`src/verilog/gpupd_pkg.sv`:
```
package gpupd_pkg;

	// ----------------------------------------------------------------
	// Register map (word offsets chosen for this block)
	// ----------------------------------------------------------------
	localparam logic [3:0] GPUPD_OFS_A_PUD = 4'h0;   // Port A pull-up disable.
	localparam logic [3:0] GPUPD_OFS_B_PUD = 4'h1;   // Port B pull-up disable.
	localparam logic [3:0] GPUPD_OFS_A_DAT = 4'h2;   // Port A pin data.
	localparam logic [3:0] GPUPD_OFS_B_DAT = 4'h3;   // Port B pin data.
	localparam logic [3:0] GPUPD_OFS_AIO_DAT = 4'h4; // Analog pin data.
	localparam logic [3:0] GPUPD_OFS_A_DIR = 4'h5;   // Port A direction.
	localparam logic [3:0] GPUPD_OFS_B_DIR = 4'h6;   // Port B direction.
	localparam logic [3:0] GPUPD_OFS_AIO_DIR = 4'h7; // Analog direction.

	// ----------------------------------------------------------------
	// Implemented bits and reset values
	// ----------------------------------------------------------------
	localparam logic [31:0] GPUPD_A_MASK = 32'hFFFF_FFFF;   // All port A bits.
	localparam logic [31:0] GPUPD_B_MASK = 32'h07FC_1FFF;   // Bits 26-18 and 12-0.
	localparam logic [31:0] GPUPD_AIO_MASK = 32'h0000_5454; // Bits 2,4,6,10,12,14.
	localparam logic [31:0] GPUPD_A_PUD_RST = 32'h0000_0FFF; // Pins 0-11 off.
	localparam logic [31:0] GPUPD_B_PUD_RST = 32'h0000_0F00; // Pins 40-43 off.
	localparam logic [31:0] GPUPD_PWM_PINS = 32'h0000_0FFF;  // Pulse-width pins 0-11.
	localparam logic [31:0] GPUPD_ZERO = 32'h0000_0000;      // Clear value.

endpackage

```
`src/verilog/gpupd_sync.sv`:
```
`timescale 1ns/1ps

// ----------------------------------------------------------------
// Two-flop synchroniser for a vector of pin levels
// ----------------------------------------------------------------
module gpupd_sync #(
	parameter int WIDTH = 32
) (
	input  wire logic             clk,
	input  wire logic [WIDTH-1:0] async_in,
	output logic      [WIDTH-1:0] sync_out
);
	// First stage; only the second stage reads it.
	logic [WIDTH-1:0] meta_q;

	// A zero-width vector has nothing to synchronise; refuse it when built.
	if (WIDTH < 1) begin : g_width_check
		$error("gpupd_sync: WIDTH must be positive.");
	end

	// Both stages run free; pin levels need no reset value.
	always_ff @(posedge clk) begin
		meta_q   <= async_in;
		sync_out <= meta_q;
	end
endmodule

```
`src/verilog/gpupd_top.sv`:
```
// Chosen here: strobed register access and the register offsets.
`timescale 1ns/1ps

// Operation
// - Pulse-width pins pull-ups off while external reset low
// - Other pins reset with pull-up enabled; port B 40-43 reset disabled
// - Pull-up changes only by software write
// - Pull-up applies in every pin function
// - Port A disable bits, 0-11 reset one
// - Port B disable bits, 40-43 reset one
// - Data read returns qualified pin level
// - Data write loads latch, drives if output
// - Latch holds until next write
// - Reset clears latches to zero
// - Port A read follows pin after reset
// - Bit n maps pin n, port B packed
// - Analog register implements six pins only
// - Direction zero input, one output, reset input
module gpupd_top
	import gpupd_pkg::*;
(
	input  wire logic        CLK,
	input  wire logic        RESETN,
	input  wire logic        EXTERNAL_RESET_N,
	input  wire logic [3:0]  ADDR,
	input  wire logic [31:0] WDATA,
	input  wire logic        WR,
	input  wire logic        RD,
	output logic      [31:0] RDATA,
	input  wire logic [31:0] PORT_A_FUNCTION_SELECT,
	input  wire logic [31:0] PORT_B_FUNCTION_SELECT,
	input  wire logic [31:0] AIO_FUNCTION_SELECT,
	input  wire logic [31:0] PORT_A_PIN_IN,
	input  wire logic [31:0] PORT_B_PIN_IN,
	input  wire logic [31:0] AIO_PIN_IN,
	output logic      [31:0] PORT_A_PIN_OUT,
	output logic      [31:0] PORT_A_PIN_OE,
	output logic      [31:0] PORT_B_PIN_OUT,
	output logic      [31:0] PORT_B_PIN_OE,
	output logic      [31:0] AIO_PIN_OUT,
	output logic      [31:0] AIO_PIN_OE,
	output logic      [31:0] PORT_A_PULLUP_EN,
	output logic      [31:0] PORT_B_PULLUP_EN
);
	import gpupd_pkg::*;

	// ----------------------------------------------------------------
	// State
	// ----------------------------------------------------------------
	logic [31:0] a_pud_q;      // Port A pull-up disable.
	logic [31:0] b_pud_q;      // Port B pull-up disable.
	logic [31:0] a_lat_q;      // Port A output latch.
	logic [31:0] b_lat_q;      // Port B output latch.
	logic [31:0] aio_lat_q;    // Analog output latch.
	logic [31:0] a_dir_q;      // Port A direction.
	logic [31:0] b_dir_q;      // Port B direction.
	logic [31:0] aio_dir_q;    // Analog direction.
	logic [31:0] a_lvl;        // Qualified port A levels.
	logic [31:0] b_lvl;        // Qualified port B levels.
	logic [31:0] aio_lvl;      // Qualified analog levels.
	logic [31:0] rdata_d;      // Next read data.
	logic        xrs_meta_q;   // External reset, first stage.
	logic        xrs_sync_q;   // External reset, synchronised.

	// ----------------------------------------------------------------
	// Input qualification
	// ----------------------------------------------------------------
	// Pins are outside our clock domain, so each passes two flops. The
	// cost is two cycles of read latency, far below any software poll.
	logic [31:0] pin_raw [3];  // Raw pad levels, one word per port.
	logic [31:0] pin_sync [3]; // Synchronised pad levels.

	assign pin_raw[0] = PORT_A_PIN_IN;
	assign pin_raw[1] = PORT_B_PIN_IN;
	assign pin_raw[2] = AIO_PIN_IN;

	// The same two-flop stage serves each port word.
	for (genvar g = 0; g < 3; g++) begin : g_sync
		gpupd_sync #(.WIDTH(32)) gpupd_sync_inst (
			.clk      (CLK),
			.async_in (pin_raw[g]),
			.sync_out (pin_sync[g])
		);
	end

	// Levels as the read port and the assertions see them.
	assign a_lvl   = pin_sync[0];
	assign b_lvl   = pin_sync[1];
	assign aio_lvl = pin_sync[2];

	// Synchronised copy of external reset, used only by assertions.
	always_ff @(posedge CLK) begin
		xrs_meta_q <= EXTERNAL_RESET_N;
		xrs_sync_q <= xrs_meta_q;
	end

	// ----------------------------------------------------------------
	// Pull-up registers
	// ----------------------------------------------------------------
	// Port A pull-up disable: reset default, then only a write changes it.
	always_ff @(posedge CLK) begin
		if (!RESETN) begin
			a_pud_q <= GPUPD_A_PUD_RST;
		end else if (WR && ADDR == GPUPD_OFS_A_PUD) begin
			a_pud_q <= WDATA & GPUPD_A_MASK;
		end
	end

	// Port B pull-up disable keeps reserved bits at zero.
	always_ff @(posedge CLK) begin
		if (!RESETN) begin
			b_pud_q <= GPUPD_B_PUD_RST;
		end else if (WR && ADDR == GPUPD_OFS_B_PUD) begin
			b_pud_q <= WDATA & GPUPD_B_MASK;
		end
	end

	// Pull-up enables go to the pads whatever the pin function is.
	// The pulse-width pins lose their pull-ups combinationally while the
	// external reset pin is low, so no clock edge is needed to cut them.
	always_comb begin
		PORT_A_PULLUP_EN = ~a_pud_q;
		PORT_B_PULLUP_EN = ~b_pud_q & GPUPD_B_MASK;
		if (!EXTERNAL_RESET_N) begin
			PORT_A_PULLUP_EN = PORT_A_PULLUP_EN & ~GPUPD_PWM_PINS;
		end
	end

	// ----------------------------------------------------------------
	// Direction registers
	// ----------------------------------------------------------------
	// Direction: zero is input, and input is the reset state.
	always_ff @(posedge CLK) begin
		if (!RESETN) begin
			a_dir_q   <= GPUPD_ZERO;
			b_dir_q   <= GPUPD_ZERO;
			aio_dir_q <= GPUPD_ZERO;
		end else if (WR) begin
			case (ADDR)
				GPUPD_OFS_A_DIR: begin
					a_dir_q <= WDATA & GPUPD_A_MASK;
				end
				GPUPD_OFS_B_DIR: begin
					b_dir_q <= WDATA & GPUPD_B_MASK;
				end
				GPUPD_OFS_AIO_DIR: begin
					aio_dir_q <= WDATA & GPUPD_AIO_MASK;
				end
				default: begin
					// Other offsets leave direction alone.
				end
			endcase
		end
	end

	// ----------------------------------------------------------------
	// Output latches
	// ----------------------------------------------------------------
	// Each latch loads on a write to its own data register and otherwise
	// holds; a write is stored even when the pin does not drive.
	always_ff @(posedge CLK) begin
		if (!RESETN) begin
			a_lat_q   <= GPUPD_ZERO;
			b_lat_q   <= GPUPD_ZERO;
			aio_lat_q <= GPUPD_ZERO;
		end else if (WR) begin
			case (ADDR)
				GPUPD_OFS_A_DAT: begin
					a_lat_q <= WDATA & GPUPD_A_MASK;
				end
				GPUPD_OFS_B_DAT: begin
					b_lat_q <= WDATA & GPUPD_B_MASK;
				end
				GPUPD_OFS_AIO_DAT: begin
					aio_lat_q <= WDATA & GPUPD_AIO_MASK;
				end
				default: begin
					// Not a data register.
				end
			endcase
		end
	end

	// ----------------------------------------------------------------
	// Pin drivers
	// ----------------------------------------------------------------
	// A pin drives only as a general-purpose output: function select
	// low means general-purpose, direction high means output. Peripheral
	// drive is muxed in outside this block, so here the enable stays low.
	// The latch still follows every write, so software can preload a level
	// before it turns a pin into an output and avoid a glitch.
	always_comb begin
		PORT_A_PIN_OE = a_dir_q & ~PORT_A_FUNCTION_SELECT;
		PORT_B_PIN_OE = b_dir_q & ~PORT_B_FUNCTION_SELECT & GPUPD_B_MASK;
		AIO_PIN_OE    = aio_dir_q & ~AIO_FUNCTION_SELECT & GPUPD_AIO_MASK;
		PORT_A_PIN_OUT = a_lat_q;
		PORT_B_PIN_OUT = b_lat_q;
		AIO_PIN_OUT    = aio_lat_q;
	end

	// ----------------------------------------------------------------
	// Register read port
	// ----------------------------------------------------------------
	// Data registers return synchronised pin levels, never the latch.
	always_comb begin
		rdata_d = GPUPD_ZERO;
		case (ADDR)
			GPUPD_OFS_A_PUD: begin
				rdata_d = a_pud_q;
			end
			GPUPD_OFS_B_PUD: begin
				rdata_d = b_pud_q & GPUPD_B_MASK;
			end
			GPUPD_OFS_A_DAT: begin
				rdata_d = a_lvl;
			end
			GPUPD_OFS_B_DAT: begin
				rdata_d = b_lvl & GPUPD_B_MASK;
			end
			GPUPD_OFS_AIO_DAT: begin
				rdata_d = aio_lvl & GPUPD_AIO_MASK;
			end
			GPUPD_OFS_A_DIR: begin
				rdata_d = a_dir_q;
			end
			GPUPD_OFS_B_DIR: begin
				rdata_d = b_dir_q;
			end
			GPUPD_OFS_AIO_DIR: begin
				rdata_d = aio_dir_q;
			end
			default: begin
				// Unmapped offsets read zero.
				rdata_d = GPUPD_ZERO;
			end
		endcase
	end

	// Read data stands one cycle after the strobe and is zero otherwise.
	always_ff @(posedge CLK) begin
		if (!RESETN) begin
			RDATA <= GPUPD_ZERO;
		end else if (RD) begin
			RDATA <= rdata_d;
		end else begin
			RDATA <= GPUPD_ZERO;
		end
	end

	// ----------------------------------------------------------------
	// Assertions
	// ----------------------------------------------------------------
	// Hold and write properties also test the sampled reset: a reset edge
	// changes state while the current reset value already reads high, and
	// the disable alone would let such an attempt through.
	pwm_pullup_off_a: assert property (
		@(posedge CLK) !EXTERNAL_RESET_N |-> (PORT_A_PULLUP_EN & GPUPD_PWM_PINS) == 32'h0000_0000)
		else $error("Pulse-width pull-ups on during external reset.");

	reset_pullup_a: assert property (
		@(posedge CLK) !RESETN |=> (PORT_A_PULLUP_EN[31:12] == 20'hF_FFFF)
			&& (PORT_B_PULLUP_EN == 32'h07FC_10FF))
		else $error("Pull-up reset defaults wrong.");

	pud_hold_a: assert property (
		@(posedge CLK) disable iff (!RESETN)
		RESETN && !(WR && ADDR == GPUPD_OFS_A_PUD) |=> $stable(a_pud_q))
		else $error("Pull-up changed without a write.");

	pud_write_a: assert property (
		@(posedge CLK) disable iff (!RESETN)
		(RESETN && WR && ADDR == GPUPD_OFS_A_PUD) |=> a_pud_q == $past(WDATA))
		else $error("Port A pull-up write lost.");

	b_reserved_zero_a: assert property (
		@(posedge CLK) disable iff (!RESETN)
		(b_pud_q & ~GPUPD_B_MASK) == 32'h0000_0000)
		else $error("Port B reserved pull-up bit set.");

	read_level_a: assert property (
		@(posedge CLK) disable iff (!RESETN)
		(RESETN && RD && ADDR == GPUPD_OFS_A_DAT) |=> RDATA == $past(a_lvl))
		else $error("Data read not pin level.");

	drive_gating_a: assert property (
		@(posedge CLK) disable iff (!RESETN)
		(RESETN && WR && ADDR == GPUPD_OFS_A_DAT)
			##1 (a_dir_q[0] && !PORT_A_FUNCTION_SELECT[0])
			|-> PORT_A_PIN_OE[0] && PORT_A_PIN_OUT[0] == $past(WDATA[0]))
		else $error("Output pin not driven with latch.");

	latch_hold_a: assert property (
		@(posedge CLK) disable iff (!RESETN)
		RESETN && !(WR && ADDR == GPUPD_OFS_B_DAT) |=> $stable(b_lat_q))
		else $error("Port B latch changed without a write.");

	aio_bits_a: assert property (
		@(posedge CLK) (AIO_PIN_OE & ~GPUPD_AIO_MASK) == 32'h0000_0000)
		else $error("Unimplemented analog pin driven.");

	input_no_drive_a: assert property (
		@(posedge CLK) disable iff (!RESETN)
		((~a_dir_q | PORT_A_FUNCTION_SELECT) & PORT_A_PIN_OE) == 32'h0000_0000)
		else $error("Non-output pin driven.");

	latch_reset_a: assert property (
		@(posedge CLK) !RESETN
			|=> (PORT_A_PIN_OUT | PORT_B_PIN_OUT | AIO_PIN_OUT) == 32'h0000_0000)
		else $error("Output latch not cleared by reset.");

	dir_reset_a: assert property (
		@(posedge CLK) !RESETN
			|=> (PORT_A_PIN_OE | PORT_B_PIN_OE | AIO_PIN_OE) == 32'h0000_0000)
		else $error("Pin driven right after reset.");

	b_read_zero_a: assert property (
		@(posedge CLK) disable iff (!RESETN)
		(RESETN && RD && ADDR == GPUPD_OFS_B_DAT)
			|=> (RDATA & ~GPUPD_B_MASK) == 32'h0000_0000)
		else $error("Port B reserved read bit set.");

	// Synchronised external reset checked against the pulse-width pull-ups.
	xrs_sync_a: assert property (
		@(posedge CLK) !xrs_sync_q |-> (PORT_A_PULLUP_EN[11:0] == 12'h000) || EXTERNAL_RESET_N)
		else $error("Pull-up on while external reset held.");
endmodule

```
`config.mk`:
```
export PLATFORM = sky130hd
export DESIGN_NAME = gpupd_top
export DESIGN_NICKNAME = d
export VERILOG_FILES = /design/src/verilog/gpupd_pkg.sv /design/src/verilog/gpupd_sync.sv /design/src/verilog/gpupd_top.sv
export SDC_FILE = /design/constraint.sdc
export NUM_CORES = 1
export LEC_CHECK = 0
export ABC_CLOCK_PERIOD_IN_PS = 1750
export BUFFER_PORTS_ARGS = -buffer_cell sky130_fd_sc_hd__buf_4
export CAP_MARGIN = 5
export CORE_MARGIN = 2
export CORE_UTILIZATION = 30
export CTS_CLUSTER_SIZE = 40
export DETAILED_ROUTE_END_ITERATION = 8
export SETUP_SLACK_MARGIN = 0.1
export SLEW_MARGIN = 0
export SYNTH_ARGS = -nofsm -noshare
export SYNTH_HDL_FRONTEND = slang
export SYNTH_HIERARCHICAL = 1
export SYNTH_SLANG_ARGS = --single-unit
```
`constraint.sdc`:
```
create_clock -name CLK -period 1.75 [get_ports CLK]
set_clock_uncertainty 0.15 [all_clocks]
set_input_delay 0.175 -clock CLK [delete_from_list [all_inputs] [get_ports CLK]]
set_output_delay 0.175 -clock CLK [all_outputs]
set_load 0.01 [all_outputs]
```
==> results.cfg, run 1 <==
[critical_path]
cp-start-kind = register
crit_fanout = 3
slowest_delay_ps = 410
path_cells = nor2b_1 -> buf_4
cpMaxStageDelayCell = dfxtp_1
cp_num_buf_inv = 1
arrival_ps = 1280
worstPathRequired_ps = 1420
crit_type = reg2out
endpoint_kind = primary output
path_delay_family = flip-flops

[power_and_ir_drop]
finalPower_w = 0.01740
vdd_ir_drop_max_mv = 0.6810
leakage_nw = 7.599
power_density_mw_per_mm2 = 927.9

[sta]
hold_violations = 0
fin_crit_sh = 0.9186
setup_viol = 0
clock.fmax_ghz = 0.6220
slew_headroom = 0.5493
rsz0062_at_grt = yes
worst_pin_slew_ps = 676.1
post-route-min-period_ps = 1608
drv_slew = 0

[clock_network]
clock_latency_ps = 560
clk_pin_slew_ps = 60
numCtsBuffers = 38
cts_buffer_depth = 3
cts_root_buf = clkbuf_16
h-tree-depth = 2
cts_num_sinks = 326
cts_tree = built

[global_route]
grt.overflow.total = 0
grt_pass1_vias = 11371
track_usage = 0.2139
grt_pass1_wl_um = 71120
grt_max_degree = 100
antenna_found_initial = 1

[synthesis]
ys_warn_count = 6
synthCells = 1395
synth.cell_area_sq_mm = 0.01306
avgSynthCellArea_sq_um = 9.365

[place]
routabilityCongestion = 0.8151
dp_hpwl_um = 35710
placed_cells = 2279
port-buffer-count = 366

[die]
coreArea_sq_mm = 0.04298
die_area_sq_mm = 0.04523
rows = 76
dieWidth_um = 212.7
pin_count = 521
die_y_um = 212.7
start_util = 0.3039

[cells_and_area]
utilization = 0.4364
final_cells = 2446
drive_gt1_frac = 0.2930
area_growth_pct = 43.57
nets = 2068
final_common_cell = buf_4
layout_common_cells = buf_4, dfxtp_1, nand3_1
nFillCells = 4160

[hold_path]
hold_class = in2reg

[drt]
num_vias = 11792
drc = 0
wl_per_cell_um = 20.44
antenna_left = 0
drtPass1Iterations = 6
dr.first_iter.drc_count = 819
totalWireLength_um = 50000
vias_per_cell = 4.821

[flow_run]
cap_violations = 0

[status]
outcome = finished clean
[through the flow]
step,TNS (ps),setup WS (ps),area [sq um],hold WS [ps]
floorplan,0,266.7,13370,52.72
global placement,-176.3,-80.35,16470,130.5
detailed placement,-765.7,-122.3,16470,130.6
CTS,0,90.28,18700,6.891
global route,0,34.12,18750,62.54
finish,0,142.4,18760,34.38
[state kept, by name, indices dropped and copies added (netlist names)]
signal                           cells
PORT_B_PIN_OUT                      22
b_dir_q                             22
RDATA                               32
g_sync.gpupd_sync_inst/sync_out     60
AIO_PIN_OUT                          6
a_pud_q                             32
g_sync.gpupd_sync_inst/meta_q       60
PORT_A_PIN_OUT                      32
a_dir_q                             32
aio_dir_q                            6
b_pud_q                             22
[where the power goes]
group          internal [W]  switching, W  total, W
registers           0.00764     0.0000876   0.00772
logic              0.000808      0.000931   0.00174
clock network       0.00477       0.00317   0.00794
total                0.0132       0.00419    0.0174
[path summary, 6_finish.rpt]
path / start / end / slack (ps) / cells past startpoint
worst max register to register: a_dir_q[6] / RDATA[6] / 220 / 3
worst min-delay path: ADDR[2] / RDATA[19] / 30 / 4
worst min register to register: g_sync[0].gpupd_sync_inst/meta_q[22] / g_sync[0].gpupd_sync_inst/sync_out[22] / 170 / 0
worst max-delay path: a_dir_q[23] / PORT_A_PIN_OE[23] / 140 / 2
[layer usage]
layer / track usage / part of all wire
met1: 0.2499 / 0.39
met2: 0.3844 / 0.51
met3: 0.03839 / 0.066
met4: 0.08922 / 0.036
met5: 0 / 0
[layout make-up]
class | count | area, sq um | share of cell area
inverters | 44 | 165.2 | 0.008806
well taps | 585 | 732.0 | 0.03903
multi-input cells | 893 | 5483 | 0.2923
flip-flops and latches | 326 | 6543 | 0.3488
clock buffers | 49 | 1032 | 0.05504
diodes | 1 | 2.502 | 0.0001334
repair buffers | 532 | 4591 | 0.2448
clock inverters | 16 | 207.7 | 0.01107
[worst register-to-register path, stage by stage (launching register included)]
cell	delay [ps]
dfxtp_1	330
mux2_2	270
a222oi_1	500
a31oi_1	160
[repair_timing]
action | in CTS | in global routing
buffers inserted | 0 | 4
resized for setup | 12 | 9
pin swaps | 0 | 0
setup endpoints to repair | 11 | 20
endpoints found under the hold margin | 254 | 0
hold buffers | 97 | 0
Note: power is estimated with default switching activity, not from simulation.
==> inputs of run 2 (changes only) <==
--- a/config.mk
+++ b/config.mk
@@ -8,10 +8,10 @@
 export ABC_CLOCK_PERIOD_IN_PS = 1750
 export BUFFER_PORTS_ARGS = -buffer_cell sky130_fd_sc_hd__buf_4
 export CAP_MARGIN = 5
-export CORE_MARGIN = 2
-export CORE_UTILIZATION = 30
+export CORE_AREA = 2 2 202 204
 export CTS_CLUSTER_SIZE = 40
 export DETAILED_ROUTE_END_ITERATION = 8
+export DIE_AREA = 0 0 204 206
 export SETUP_SLACK_MARGIN = 0.1
 export SLEW_MARGIN = 0
 export SYNTH_ARGS = -nofsm -noshare
==> results.cfg, run 2 (synthesis gave the netlist of run 1 again) <==
[critical_path]
r2r.worst_path.cells = 3
crit_end = PORT_A_PIN_OE[22]
slowest_delay_ps = 470
timing.rr.end = RDATA[4]
cpMaxStageDelayCell = dfxtp_1
arrival_ps = 1310
crit_fanout = 4
path_cells = nor2b_1 -> buf_4
startpoint = a_dir_q[22]
r2r-start = aio_dir_q[4]
r2r_slack_ps = 280
endpoint_kind = primary output
cp-start-kind = register
crit_type = reg2out
worstPathRequired_ps = 1420

[clock_network]
cts_num_sinks = 326
cts_root_buf = clkbuf_16
clk_pin_slew_ps = 50
post-cts-setup-buffers = 0
cts_tree = built
clock_latency_ps = 550
h-tree-depth = 2
cts_buffer_depth = 3
numCtsBuffers = 37

[cells_and_area]
final_common_cell = buf_4
drive_gt1_frac = 0.2905
reg_top3 = g_sync.gpupd_sync_inst/meta_q (60), g_sync.gpupd_sync_inst/sync_out (60)
area_growth_pct = 42.37
utilization = 0.4629
layout_common_cells = buf_4, dfxtp_1, nand3_1
regArea_sq_mm = 0.006541
nets = 2059
final_cells = 2386
multi_input_area_sq_mm = 0.005468
nFillCells = 3821

[power_and_ir_drop]
swShare = 0.2437
leakage_nw = 7.551
switchingPower_w = 0.004192
vdd_ir_drop_max_mv = 0.5312
power_density_mw_per_mm2 = 924.8
power_frac_comb = 0.099
seqPwrFrac = 0.449
p_clk_frac = 0.452
p_int_w = 0.01301

[sta]
clock.fmax_ghz = 0.6101
worst_pin_slew_ps = 730.3
post-route-min-period_ps = 1639
setup_slack_ps = 111.0
drv_slew = 0
slew_headroom = 0.5131
hold_ws_ps = 24.03
rsz0062_at_grt = no
fin_tns_setup_ps = 0
hold_violations = 0
fin_crit_sh = 0.9366
setup_viol = 0

[die]
rows = 74
dieWidth_um = 204
die_y_um = 206
die_area_sq_mm = 0.04202
coreArea_sq_mm = 0.04018
pin_count = 521
start_util = 0.3251

[hold_path]
hold_class = in2reg

[drt]
num_vias = 11832
wl_met1_um = 19330
wl_met2_um = 24150
antenna_left = 0
drc = 0
wl_per_cell_um = 20.22
dr.first_iter.drc_count = 734
wl_met3_um = 2733
drtPass1Iterations = 7
totalWireLength_um = 48240
vias_per_cell = 4.959
highest_layer = met4

[place]
routabilityCongestion = 0.8178
dp_hpwl_um = 33950
dp_slack_ps = 25.04
placed_cells = 2223
port-buffer-count = 366

[global_route]
track_usage = 0.2216
grt_pass1_wl_um = 69700
grt_max_degree = 175
antenna_found_initial = 1
grt_pass1_vias = 11356
grt.overflow.total = 0

[status]
outcome = finished clean

[flow_run]
cap_violations = 0
==> run 2: worst min-delay path by stage <==
| stage | slack (ps) | cells past startpoint | from | endpoint |
|---|---|---|---|---|
| final | 20 | 4 | ADDR[0] | a_dir_q[20] |
| after global routing | 40 | 4 | ADDR[0] | a_dir_q[20] |
| after CTS | 10 | 4 | ADDR[0] | a_dir_q[20] |
| after detailed placement | 130 | 1 | PORT_A_PIN_IN[26] | g_sync[0].gpupd_sync_inst/meta_q[26] |
| after global placement | 130 | 1 | PORT_A_PIN_IN[4] | g_sync[0].gpupd_sync_inst/meta_q[4] |
| after floorplan | 50 | 0 | PORT_A_PIN_IN[0] | g_sync[0].gpupd_sync_inst/meta_q[0] |
==> run 2: worst max-delay path: cells and delay by family (launching register included) <==
family                 cells  cell delay [ps]
buffers and inverters      1              120
AND/OR/NAND/NOR            1              170
flip-flops                 1              470
==> run 2: final cells by class <==
| type | count | area share |
|---|---|---|
| flip-flops and latches | 326 | 0.3517 |
| clock inverters | 12 | 0.006256 |
| clock buffers | 53 | 0.05954 |
| well taps | 532 | 0.03579 |
| repair buffers | 524 | 0.2436 |
| inverters | 44 | 0.008880 |
| multi-input cells | 893 | 0.2940 |
| diodes | 2 | 0.0002691 |
==> run 2: power by group through the flow <==
stage | logic, W | clock network [W] | registers (W)
6_report | 0.00170 | 0.00777 | 0.00772
5_1_grt | 0.00182 | 0.00825 | 0.00774
4_1_cts | 0.00169 | 0.00792 | 0.00772
3_5_place_dp | 0.00152 | 0 | 0.00789
3_3_place_gp | 0.00150 | 0 | 0.00788
2_1_floorplan | 0.000826 | 0 | 0.00786
==> run 2: what timing repair did <==
action | 4_1_cts | 5_1_grt
endpoints found under the setup margin | 5 | 58
gates resized for setup | 5 | 15
hold buffers | 95 | 0
endpoints found under the hold margin | 238 | 0
pin swaps | 0 | 1
cloned | 0 | 1
==> run 2: metrics by stage <==
step	cell area (sq um)	power, W
detailed placement	16370	0.009403
CTS	18550	0.01734
floorplan	13370	0.008682
global placement	16370	0.009387
global route	18590	0.01781
finish	18600	0.01720
==> run 2: metal layers <==
metal  vias to the layer above  GRT usage
met3                        92    0.04084
li1                       5568          -
met1                      5685     0.2626
met2                       487     0.3888
met4                         0     0.1025
met5                         -          0
